--- src/design/xpe_pkg.sv ---
// Overview of operation
// [RL1] Quad XiP dummy clock count comes from status register five bits 6:4.
// [RL2] Field codes 000..100 give 2, 4, 6, 8 and 10 dummy clocks.
// [RL3] Dummy count already covers the two clocks of the mode byte.
// [RL4] Alignment flag at status five bit 0 joins opcode in alignment selection.
// [RL5] EBh runs aligned when the alignment flag is one, unaligned when zero.
// [RL6] E7h is always aligned and ignores the alignment flag.
// [RL7] Host keeps SCK within the listed limit for its read setup.
// [RL8] In wrap mode the host uses the lower wrap-mode frequency limits.
// [RL9] Page erase opcode is 81h or DBh, eight bits on SI, MSB first.
// [RL10] Write enable 06h must set the write latch before page erase is accepted.
// [RL11] Page erase carries opcode and address on SI only, no data phase.
// [RL12] Three address bytes follow over 24 clocks, bit 23 first.
// [RL13] Page index is address bits 21:8; bits 23:22 and 7:0 ignored.
// [RL14] Rising chip select after a valid page erase starts erasing that page.
// [RL15] Under active status interrupt 25h, SO carries the busy flag.
// [RL16] SO is refreshed on every SCK cycle while it carries busy.
// [RL17] Host treats SO falling from one to zero as erase completion.
// [RL18] Busy flag at status byte one bit 0 reads busy during the erase.
// [RL19] Write latch is cleared before the page erase finishes.
// [RL20] Chip select rising mid-byte aborts page erase with no action.
// [RL21] Fewer than three full address bytes before chip select rises aborts erase.
// [RL22] Protected target: no erase, return to idle on chip select rise.
// [RL23] Aligned quad read treats address bits 1:0 as zero.
// [RL24] Page erase with write latch clear is ignored; array and busy untouched.
// [RL25] Dummy codes 101..111 are reserved and give the largest count.
`default_nettype none
package xpe_pkg;
  localparam logic [7:0] OP_WRITE_ENABLE = 8'h06;
  localparam logic [7:0] OP_PAGE_ERASE_A = 8'h81;
  localparam logic [7:0] OP_PAGE_ERASE_B = 8'hDB;
  localparam logic [7:0] OP_STATUS_IRQ = 8'h25;
  localparam logic [7:0] OP_XIP_READ = 8'hEB;
  localparam logic [7:0] OP_XIP_READ_ALIGNED = 8'hE7;

  localparam int DC_MSB = 6;
  localparam int DC_LSB = 4;
  localparam int ALIGN_BIT = 0;
  localparam int SR1_BUSY_BIT = 0;
  localparam int SR1_LATCH_BIT = 1;

  localparam logic [2:0] DC_CODE_2 = 3'h0;
  localparam logic [2:0] DC_CODE_4 = 3'h1;
  localparam logic [2:0] DC_CODE_6 = 3'h2;
  localparam logic [2:0] DC_CODE_8 = 3'h3;
  localparam logic [2:0] DC_CODE_10 = 3'h4;
  localparam logic [3:0] DUMMY_2 = 4'h2;
  localparam logic [3:0] DUMMY_4 = 4'h4;
  localparam logic [3:0] DUMMY_6 = 4'h6;
  localparam logic [3:0] DUMMY_8 = 4'h8;
  localparam logic [3:0] DUMMY_10 = 4'hA;

  localparam int PAGE_MSB = 21;
  localparam int PAGE_LSB = 8;
  localparam int PAGE_W = PAGE_MSB - PAGE_LSB + 1;
  localparam int ADDR_W = 24;
  localparam int ALIGN_LSBS = 2;

  localparam logic [5:0] BITS_OPCODE = 6'h08;
  localparam logic [5:0] BITS_SERIAL_ADDR = 6'h20;
  localparam logic [5:0] BITS_SAT = 6'h3F;
  localparam logic [2:0] QUAD_ADDR_NIBBLES = 3'h6;

  typedef enum logic [2:0] {
    ST_IDLE = 3'b000,
    ST_OPCODE = 3'b001,
    ST_SERIAL = 3'b010,
    ST_QUAD_ADDR = 3'b011,
    ST_QUAD_DUMMY = 3'b100,
    ST_STATUS_IRQ = 3'b101,
    ST_IGNORE = 3'b110
  } xpe_state_t;
endpackage
`default_nettype wire

--- src/design/xpe_sequencer.sv ---
`timescale 1ns/1ns
`default_nettype none
module xpe_sequencer (
  input wire logic sys_clk,
  input wire logic sys_rst,
  input wire logic spi_sck,
  input wire logic spi_cs_n,
  input wire logic [3:0] spi_io_in,
  output logic spi_so_out,
  output logic spi_so_oe,
  input wire logic [7:0] status_five,
  input wire logic page_protected,
  input wire logic erase_done,
  output logic erase_start,
  output logic [xpe_pkg::PAGE_W-1:0] erase_page,
  output logic [7:0] status_byte_one,
  output logic busy_flag,
  output logic write_latch_flag,
  output logic xip_active,
  output logic xip_aligned,
  output logic [3:0] xip_dummy_clocks,
  output logic [xpe_pkg::ADDR_W-1:0] xip_addr,
  output logic xip_addr_valid,
  output logic xip_dummy_done
);
  localparam int PIN_W = 6;
  // Idle levels: chip select high, clock and data low, so no false edge after reset
  localparam logic [PIN_W-1:0] PIN_IDLE = 6'h02;

  // Pins come from the host's domain: two flops before any logic
  logic [PIN_W-1:0] pin_raw;
  logic [PIN_W-1:0] pin_meta;
  logic [PIN_W-1:0] pin_sync;
  logic sck_prev;
  logic cs_prev;

  assign pin_raw = {spi_io_in, spi_cs_n, spi_sck};

  genvar gi;
  generate
    for (gi = 0; gi < PIN_W; gi++) begin : g_sync
      always_ff @(posedge sys_clk) begin
        if (sys_rst) begin
          pin_meta[gi] <= PIN_IDLE[gi];
          pin_sync[gi] <= PIN_IDLE[gi];
        end else begin
          pin_meta[gi] <= pin_raw[gi];
          pin_sync[gi] <= pin_meta[gi];
        end
      end
    end
  endgenerate

  logic sck_s;
  logic cs_n_s;
  logic [3:0] io_s;
  assign sck_s = pin_sync[0];
  assign cs_n_s = pin_sync[1];
  assign io_s = pin_sync[5:2];

  always_ff @(posedge sys_clk) begin
    if (sys_rst) begin
      sck_prev <= 1'b0;
      cs_prev <= 1'b1;
    end else begin
      sck_prev <= sck_s;
      cs_prev <= cs_n_s;
    end
  end

  logic sck_rise;
  logic sck_fall;
  logic cs_fall;
  logic cs_rise;
  assign sck_rise = sck_s & ~sck_prev & ~cs_n_s;
  assign sck_fall = ~sck_s & sck_prev & ~cs_n_s;
  assign cs_fall = ~cs_n_s & cs_prev;
  assign cs_rise = cs_n_s & ~cs_prev;

  // Dummy count selection
  function automatic logic [3:0] dummy_for(input logic [2:0] code);
    logic [3:0] n;
    n = xpe_pkg::DUMMY_10;
    case (code)
      xpe_pkg::DC_CODE_2: n = xpe_pkg::DUMMY_2;
      xpe_pkg::DC_CODE_4: n = xpe_pkg::DUMMY_4;
      xpe_pkg::DC_CODE_6: n = xpe_pkg::DUMMY_6;
      xpe_pkg::DC_CODE_8: n = xpe_pkg::DUMMY_8;
      xpe_pkg::DC_CODE_10: n = xpe_pkg::DUMMY_10;
      // Reserved codes fall back to the safest, longest wait
      default: n = xpe_pkg::DUMMY_10;
    endcase
    return n;
  endfunction

  xpe_pkg::xpe_state_t state;
  xpe_pkg::xpe_state_t next_state;
  logic [5:0] bit_cnt;
  logic [31:0] shift_in;
  logic [7:0] opcode;
  logic [2:0] nib_cnt;
  logic [3:0] dummy_cnt;
  logic is_erase_op;
  logic opcode_done;
  logic serial_done;

  assign opcode_done = sck_rise && (bit_cnt == xpe_pkg::BITS_OPCODE - 6'h01);
  assign is_erase_op = (opcode == xpe_pkg::OP_PAGE_ERASE_A) || (opcode == xpe_pkg::OP_PAGE_ERASE_B); // see [RL9]
  assign serial_done = bit_cnt == xpe_pkg::BITS_SERIAL_ADDR;

  // Bits clocked this frame, saturating so long frames never alias a boundary
  always_ff @(posedge sys_clk) begin
    if (sys_rst || cs_fall) begin
      bit_cnt <= 6'h00;
    end else if (sck_rise && bit_cnt != xpe_pkg::BITS_SAT) begin
      bit_cnt <= bit_cnt + 6'h01;
    end
  end

  // SI shifted MSB first on rising SCK
  always_ff @(posedge sys_clk) begin
    if (sys_rst) begin
      shift_in <= 32'h0000_0000;
    end else if (sck_rise && (state == xpe_pkg::ST_OPCODE || state == xpe_pkg::ST_SERIAL)) begin
      shift_in <= {shift_in[30:0], io_s[0]}; // see [RL9] see [RL12]
    end
  end

  always_ff @(posedge sys_clk) begin
    if (sys_rst) begin
      opcode <= 8'h00;
    end else if (opcode_done) begin
      opcode <= {shift_in[6:0], io_s[0]};
    end
  end

  always_comb begin
    logic [7:0] op_now;
    op_now = {shift_in[6:0], io_s[0]};
    next_state = state;
    case (state)
      xpe_pkg::ST_IDLE: begin
        if (cs_fall) begin
          next_state = xpe_pkg::ST_OPCODE;
        end
      end
      xpe_pkg::ST_OPCODE: begin
        if (opcode_done) begin
          case (op_now)
            xpe_pkg::OP_PAGE_ERASE_A, xpe_pkg::OP_PAGE_ERASE_B: begin
              // Busy device or clear latch: drop the command untouched
              if (write_latch_flag && !busy_flag) begin
                next_state = xpe_pkg::ST_SERIAL; // see [RL10] see [RL24]
              end else begin
                next_state = xpe_pkg::ST_IGNORE; // see [RL24]
              end
            end
            xpe_pkg::OP_XIP_READ, xpe_pkg::OP_XIP_READ_ALIGNED: next_state = xpe_pkg::ST_QUAD_ADDR;
            xpe_pkg::OP_STATUS_IRQ: next_state = xpe_pkg::ST_STATUS_IRQ; // see [RL15]
            xpe_pkg::OP_WRITE_ENABLE: next_state = xpe_pkg::ST_IGNORE;
            default: next_state = xpe_pkg::ST_IGNORE;
          endcase
        end
      end
      xpe_pkg::ST_QUAD_ADDR: begin
        if (sck_rise && nib_cnt == xpe_pkg::QUAD_ADDR_NIBBLES - 3'h1) begin
          next_state = xpe_pkg::ST_QUAD_DUMMY;
        end
      end
      xpe_pkg::ST_SERIAL, xpe_pkg::ST_QUAD_DUMMY, xpe_pkg::ST_STATUS_IRQ, xpe_pkg::ST_IGNORE: begin
        next_state = state;
      end
      default: next_state = xpe_pkg::ST_IDLE;
    endcase
    if (cs_rise) begin
      next_state = xpe_pkg::ST_IDLE;
    end
  end

  always_ff @(posedge sys_clk) begin
    if (sys_rst) begin
      state <= xpe_pkg::ST_IDLE;
    end else begin
      state <= next_state;
    end
  end

  // Page erase commit on chip select rise
  logic erase_ok;
  logic frame_is_wren;
  // Whole bytes only, full address, no more than the 1-1-0 frame
  assign erase_ok = cs_rise && state == xpe_pkg::ST_SERIAL && is_erase_op
                    && serial_done && !page_protected; // see [RL11] see [RL20] see [RL21] see [RL22]
  assign frame_is_wren = cs_rise && state == xpe_pkg::ST_IGNORE
                         && opcode == xpe_pkg::OP_WRITE_ENABLE && bit_cnt == xpe_pkg::BITS_OPCODE;

  always_ff @(posedge sys_clk) begin
    if (sys_rst) begin
      erase_start <= 1'b0;
    end else begin
      erase_start <= erase_ok; // see [RL14]
    end
  end

  always_ff @(posedge sys_clk) begin
    if (sys_rst) begin
      erase_page <= '0;
    end else if (erase_ok) begin
      erase_page <= shift_in[xpe_pkg::PAGE_MSB:xpe_pkg::PAGE_LSB]; // see [RL13]
    end
  end

  // Busy from accepted erase until the array reports completion
  always_ff @(posedge sys_clk) begin
    if (sys_rst) begin
      busy_flag <= 1'b0;
    end else if (erase_ok) begin
      busy_flag <= 1'b1; // see [RL18]
    end else if (erase_done) begin
      busy_flag <= 1'b0;
    end
  end

  // Latch drops as the erase begins, well before it ends
  always_ff @(posedge sys_clk) begin
    if (sys_rst) begin
      write_latch_flag <= 1'b0;
    end else if (frame_is_wren && !busy_flag) begin
      write_latch_flag <= 1'b1; // see [RL10]
    end else if (erase_ok) begin
      write_latch_flag <= 1'b0; // see [RL19]
    end
  end

  always_comb begin
    status_byte_one = 8'h00;
    status_byte_one[xpe_pkg::SR1_BUSY_BIT] = busy_flag; // see [RL18]
    status_byte_one[xpe_pkg::SR1_LATCH_BIT] = write_latch_flag;
  end

  // Busy mirrored onto SO, refreshed each falling SCK
  always_ff @(posedge sys_clk) begin
    if (sys_rst) begin
      spi_so_out <= 1'b0;
    end else if (next_state == xpe_pkg::ST_STATUS_IRQ && (state != xpe_pkg::ST_STATUS_IRQ || sck_fall)) begin
      spi_so_out <= busy_flag; // see [RL15] see [RL16] see [RL17]
    end
  end

  always_ff @(posedge sys_clk) begin
    if (sys_rst) begin
      spi_so_oe <= 1'b0;
    end else begin
      spi_so_oe <= next_state == xpe_pkg::ST_STATUS_IRQ; // see [RL15]
    end
  end

  // Quad read setup
  always_ff @(posedge sys_clk) begin
    if (sys_rst) begin
      xip_active <= 1'b0;
      xip_aligned <= 1'b0;
      xip_dummy_clocks <= xpe_pkg::DUMMY_2;
    end else if (cs_rise) begin
      xip_active <= 1'b0;
    end else if (opcode_done && next_state == xpe_pkg::ST_QUAD_ADDR) begin
      xip_active <= 1'b1;
      // Mode byte clocks are inside this count, nothing added
      xip_dummy_clocks <= dummy_for(status_five[xpe_pkg::DC_MSB:xpe_pkg::DC_LSB]); // see [RL1] see [RL2] see [RL3] see [RL25]
      xip_aligned <= ({shift_in[6:0], io_s[0]} == xpe_pkg::OP_XIP_READ_ALIGNED)
                     || status_five[xpe_pkg::ALIGN_BIT]; // see [RL4] see [RL5] see [RL6]
    end
  end

  always_ff @(posedge sys_clk) begin
    if (sys_rst || cs_fall) begin
      nib_cnt <= 3'h0;
    end else if (sck_rise && state == xpe_pkg::ST_QUAD_ADDR) begin
      nib_cnt <= nib_cnt + 3'h1;
    end
  end

  always_ff @(posedge sys_clk) begin
    if (sys_rst) begin
      xip_addr <= '0;
      xip_addr_valid <= 1'b0;
    end else if (cs_fall) begin
      xip_addr_valid <= 1'b0;
    end else if (sck_rise && state == xpe_pkg::ST_QUAD_ADDR) begin
      xip_addr <= {xip_addr[xpe_pkg::ADDR_W-5:0], io_s};
      xip_addr_valid <= nib_cnt == xpe_pkg::QUAD_ADDR_NIBBLES - 3'h1;
    end else if (xip_addr_valid && xip_aligned) begin
      xip_addr[xpe_pkg::ALIGN_LSBS-1:0] <= '0; // see [RL23]
    end
  end

  always_ff @(posedge sys_clk) begin
    if (sys_rst || cs_fall) begin
      dummy_cnt <= 4'h0;
      xip_dummy_done <= 1'b0;
    end else if (sck_rise && state == xpe_pkg::ST_QUAD_DUMMY && !xip_dummy_done) begin
      dummy_cnt <= dummy_cnt + 4'h1;
      xip_dummy_done <= dummy_cnt + 4'h1 == xip_dummy_clocks; // see [RL3]
    end
  end
endmodule // xpe_sequencer
`default_nettype wire

--- config.mk ---
export PLATFORM = sky130hd
export DESIGN_NAME = xpe_sequencer
export DESIGN_NICKNAME = d
export VERILOG_FILES = /design/src/design/xpe_pkg.sv /design/src/design/xpe_sequencer.sv
export SDC_FILE = /design/constraint.sdc
export NUM_CORES = 1
export LEC_CHECK = 0
export BUFFER_PORTS_ARGS = -buffer_cell sky130_fd_sc_hd__buf_2
export CORE_UTILIZATION = 55
export CTS_CLUSTER_SIZE = 24
export DETAILED_ROUTE_END_ITERATION = 8
export PLACE_DENSITY = 0.86
export SYNTH_ARGS = -nofsm -noshare
export SYNTH_HDL_FRONTEND = slang
export SYNTH_SLANG_ARGS = --single-unit
--- constraint.sdc ---
create_clock -name sys_clk -period 2.3 [get_ports sys_clk]
set_input_delay 0.115 -clock sys_clk [delete_from_list [all_inputs] [get_ports sys_clk]]
set_output_delay 0.115 -clock sys_clk [all_outputs]
set_load 0.005 [all_outputs]
-- Word level (Yosys, flattened, before mapping)
Cells that the tools add are included.
- $add $sub $neg: 3
- $mul: 0
- divide/modulo/power cells: 0
- order comparisons: 0
- equality and inequality tests: 26
- shift-type cells: 0
- mux-type cells: 14
- bitwise logic cells: 12
- reduce and logical (&&, ||, !) cells: 40
- operators by type and width (cell ; number):
    $eq A8 B8 Y1 const B ; 6
    $logic_and A1 B1 Y1 ; 19
    $pmux W4 S4 ; 1
    $eq A3 B2 Y1 const B ; 5
    $eq A3 B3 Y1 const B ; 5
    $mux W3 ; 5
    $pmux W3 S4 ; 1
    $pmux W3 S3 ; 1
    $eq A8 B3 Y1 const B ; 1
    $eq A8 B6 Y1 const B ; 1
    $reduce_or A2 Y1 ; 4
    $add A6 B1 Y6 const B ; 1
    $and A1 B1 Y1 ; 6
    $eq A3 B1 Y1 const B ; 2
    $eq A6 B3 Y1 const B ; 1
    $eq A6 B4 Y1 const B ; 1
    $eq A6 B6 Y1 const B ; 1
    $logic_not A3 Y1 ; 2
    $ne A6 B6 Y1 const B ; 1
    $not A1 Y1 ; 6
    $reduce_and A2 Y1 ; 3
    $reduce_bool A2 Y1 ; 3
    $logic_or A1 B1 Y1 ; 5
    $add A4 B1 Y4 const B ; 1
    other kinds (7) ; 13
- register bits after elaboration: 111
- bits in latches: 0
- bits in writable memories: 0
- bits in read-only memories: 0
- input bits: 18
- output and inout port bits: 59
- word-level logic and storage cells: 128
- memories: 0

-- Logic depth before layout (Yosys ltp)
- depth in word-level cells: 10
- depth in mapped cells: 9
- depth with buffers taken out: 8

-- Least setup slack after synthesis
Ideal clock, no wire load.
- path kind: reg-to-reg
- start: reg shift_in[5]
- end: reg spi_so_out
- library setup time: 0.072 ns
- arrival: 2.049 ns
- required time: 2.228 ns
- setup slack: 0.179 ns
- cell stages (with the launch flop): 6
- path buffers: 0
- clock period less this slack: 2.121 ns
- cell sequence: dfxtp_1 > or4b_1 > or4_4 > a32o_2 > nor4_2 > mux2i_1
- word-level cells in the longest chain between the ends: 8
- elaborated cells on any way between the ends: 13
- classes of those cells: eq/ne (6); mux (4); reduce/logical (3)
- ends and longest elaborated chain (element ; RTL line ; RTL):
    start, declared ; xpe_sequencer.sv:99 ; logic [31:0] shift_in;
    start signal, assigned ; xpe_sequencer.sv:125 ; shift_in <= {shift_in[30:0], io_s[0]};
    $eq A8 B8 Y1 ; xpe_sequencer.sv:149 ; case (op_now)
    $reduce_or A2 Y1 ; xpe_sequencer.sv:149 ;
    $pmux W3 S3 * ; xpe_sequencer.sv:149 ;
    $mux W3 * ; xpe_sequencer.sv:148 ; if (opcode_done) begin
    $pmux W3 S4 * ; xpe_sequencer.sv:141 ; case (state)
    $mux W3 * ; xpe_sequencer.sv:175 ; if (cs_rise) begin
    $eq A3 B3 Y1 * ; xpe_sequencer.sv:245 ; end else if (next_state == xpe_pkg::ST_STATUS_IRQ && (state != xpe_pkg::ST_STATUS_IRQ || sck_fall)) begin
    $logic_and A1 B1 Y1 * ; xpe_sequencer.sv:245 ;
    end signal, assigned ; xpe_sequencer.sv:246 ; spi_so_out <= busy_flag;
    end, declared ; xpe_sequencer.sv:9 ; output logic spi_so_out,
Mark *: on every way between the ends. The rest lies on a longest branch, timed or not.
A chain may end at the register's enable or synchronous reset.

-- Worst setup path after layout
- start: reg shift_in[6]
- end: reg spi_so_out
Same word-level chain as after synthesis.

==> metrics.cfg <==
[run_status]
status = finished, final reports clean

[drt]
firstDrtPassIters = 5
via_count = 3663
totalWireLength_mm = 9.351
wl_met3_um = 571
wl_met2_mm = 4.587
drc_errors = 0
drt_iter0_drc = 329
wl_per_cell_um = 13.71
drt-met1-wl_mm = 3.920
top_layer_used = met4
viasPerCell = 5.371
ant_nets = 0

[floorplan]
dieArea_sq_um = 8251
dieHeight_um = 90.84
io_pins = 77
fp.dieW_um = 90.84
start_util = 0.5646
num_rows = 32
core-area_sq_um = 7687

[yosys]
netlist_instances = 503
synth.top_cell.area_share = 0.5074
synthDistinctLibCells = 49
synth_area_leaders = dfxtp_1 (51%), nand2_1 (9.9%), a21oi_1 (6.6%)
ys.flop_type = dfxtp_1
synth_seq_cells = 110
synth_common_cells = nand2_1 (114), dfxtp_1 (110), a21oi_1 (57)
yosysMostFrequentCell = nand2_1
netlist_area_sq_um = 4340
yosys.area.top_type = dfxtp_1
post_synth.cell_area_avg_sq_um = 8.629
seq_area_frac_synth = 0.5074
async_reset_ff_frac = 0
synth_edf_count = 0
synth_warnings = 0

[sta]
maxSlewViolCount = 0
whs_ns = 0.03496
tightest_slew_ns = 0.6339
min_period_over_period = 0.9621
fin_tns_setup_ns = 0
relSlewSlack = 0.5735
hold_viol = 0
rsz0062_at_grt = true
fin_worst_skew_ns = 0.01632
clock.fmax_mhz = 451.9
min_period_ns = 2.213
setup_violations = 0

[power_and_ir_drop]
power_density_nw_per_um2 = 633.9
ir_worst_vdd_mv = 0.5033
power.total_w = 0.003251
p_leak_nw = 1.976

[global_route]
gr-total-overflow = 0
grt_first_pass_wirelength_mm = 15.71
grt_pass1_vias = 3471
grt_use_total = 0.2366
grt_antenna_before_repair = 0
grt_max_degree = 47

[placement]
io_buffers = 65
dp_hpwl_mm = 6.411
gp_congestion = 0.9261

[flow_run]
cap_violations = 0

[setup_path]
cp_max_fo = 6
critPathRequiredTime_ns = 2.61
slowest_stage = or4b_1
end_kind = register
start_kind = register
crit_path_max_incr_delay_ns = 0.48
crit_type = register to register
crit_chain = or4b_1 -> or4_4 -> a32o_2 -> nor4_2 -> mux2i_1
arrival_ns = 2.52
r2r_cells = 5

[clocking]
cts_tree = yes
path_clk_slew_ns = 0.10
htreeDepth = 3
root_buffer = clkbuf_8
cts_buffers = 9
postCtsSetupBuffers = 0
clkLatencyLatePin_ns = 0.39
cts_sinks = 110
clk_path_buf_depth = 2

[final_layout]
fillerInstances = 626
layout-drive-gt1-share = 0.2017
num_antenna_cells = 0
area_growth_pct = 18.16
fin_nets = 598

[hold_path]
hold_depth = 4
hold_path.class = primary input to register

## per-stage QoR
step	instance area (sq um)	std cells	setup slack, ns	utilization
5_1_grt	5129	682	-0.003471	0.6672
4_1_cts	5087	681	0.04106	0.6618
2_1_floorplan	4363	509	0.1789	-
3_5_place_dp	4797	659	0.01534	0.6240
6_report	5129	682	0.08714	0.6672
3_3_place_gp	4797	659	0.1172	0.6240
## area by class of cell
cell class,instances,area (sq um),area share
flip-flops and latches,110,2205,0.4299
multi-input cells,357,2009,0.3918
repair buffers,90,543.0,0.1059
clock buffers,10,137.6,0.02684
well taps,102,127.6,0.02488
clock inverters,6,80.08,0.01561
inverters,7,26.28,0.005123
## cells by family (layout without fill, tap and decap cells)
family	after synthesis	after routing	synth area share
xor gates and xnor gates	15	15	0.03027
muxes	17	17	0.03920
buffers and inverters	42	113	0.04439
adders and majority gates	5	5	0.01441
DFF	110	110	0.5074
other	1	7	0.0008640
AOI/OAI and AO/OA	85	85	0.1170
and+or+nand+nor	228	228	0.2465
## cell usage in the layout, fill, tap and decap left out, types with 5 or more instances in the layout
| master | instances |
|---|---|
| a21oi_1 | 57 |
| nor2b_1 | 15 |
| mux2i_1 | 17 |
| dlygate4sd3_1 | 7 |
| nor2_1 | 42 |
| nand2b_1 | 9 |
| nor4_1 | 6 |
| conb_1 | 7 |
| xor2_1 | 7 |
| buf_2 | 65 |
| nand3_1 | 5 |
| and3_1 | 5 |
| dfxtp_1 | 108 |
| xnor2_1 | 8 |
| inv_1 | 7 |
| ha_1 | 5 |
| buf_4 | 17 |
| nand2_1 | 114 |
| clkbuf_8 | 10 |
## sequential cells by signal, summed over array words and instances (netlist names)
name,cells
busy_flag,1
bit_cnt,6
shift_in,22
xip_addr,24
nib_cnt,3
xip_dummy_done,1
sck_prev,1
sck_s,1
xip_addr_valid,1
dummy_cnt,4
xip_aligned,1
spi_so_oe,1
write_latch_flag,1
state,3
io_s,4
erase_page,14
pin_meta,6
opcode,8
cs_prev,1
xip_active,1
spi_so_out,1
cs_n_s,1
xip_dummy_clocks,3
erase_start,1
## report_power, final
group | total [W] | switching [W] | internal [W]
combinational | 0.0000944 | 0.0000562 | 0.0000382
sequential | 0.00192 | 0.00000781 | 0.00192
clock | 0.00123 | 0.000682 | 0.000552
## worst paths after layout
kind,startpoint,to,slack (ns)
max,shift_in[6]$_SDFFE_PP0P_,spi_so_out$_SDFFE_PP0P_,0.09
max reg2reg,shift_in[6]$_SDFFE_PP0P_,spi_so_out$_SDFFE_PP0P_,0.09
min,erase_done,busy_flag$_SDFFE_PP0P_,0.03
min reg2reg,pin_meta[1]$_SDFF_PP1_,cs_n_s$_SDFF_PP1_,0.42
## worst max-delay path: cells and delay by family, from the launching register on
kind,cells,cell delay (ns)
AO/OA/AOI/OAI,1,0.33
multiplexers,1,0.21
AND/OR/NAND/NOR,3,1.23
flip-flops,1,0.37
## repair_timing
action | in CTS | in global routing
hold buffers | 6 | 1
hold endpoints to repair | 6 | 1
resized for setup | 1 | 9
pin swaps | 0 | 2
endpoints found under the setup margin | 1 | 5
## metal layers
layer	vias up	global-route usage
met3	26	0.05892
met1	1690	0.2726
li1	1826	-
met4	0	0.1164
met2	121	0.4078
met5	-	0
Power figures use the tool's default switching activity.
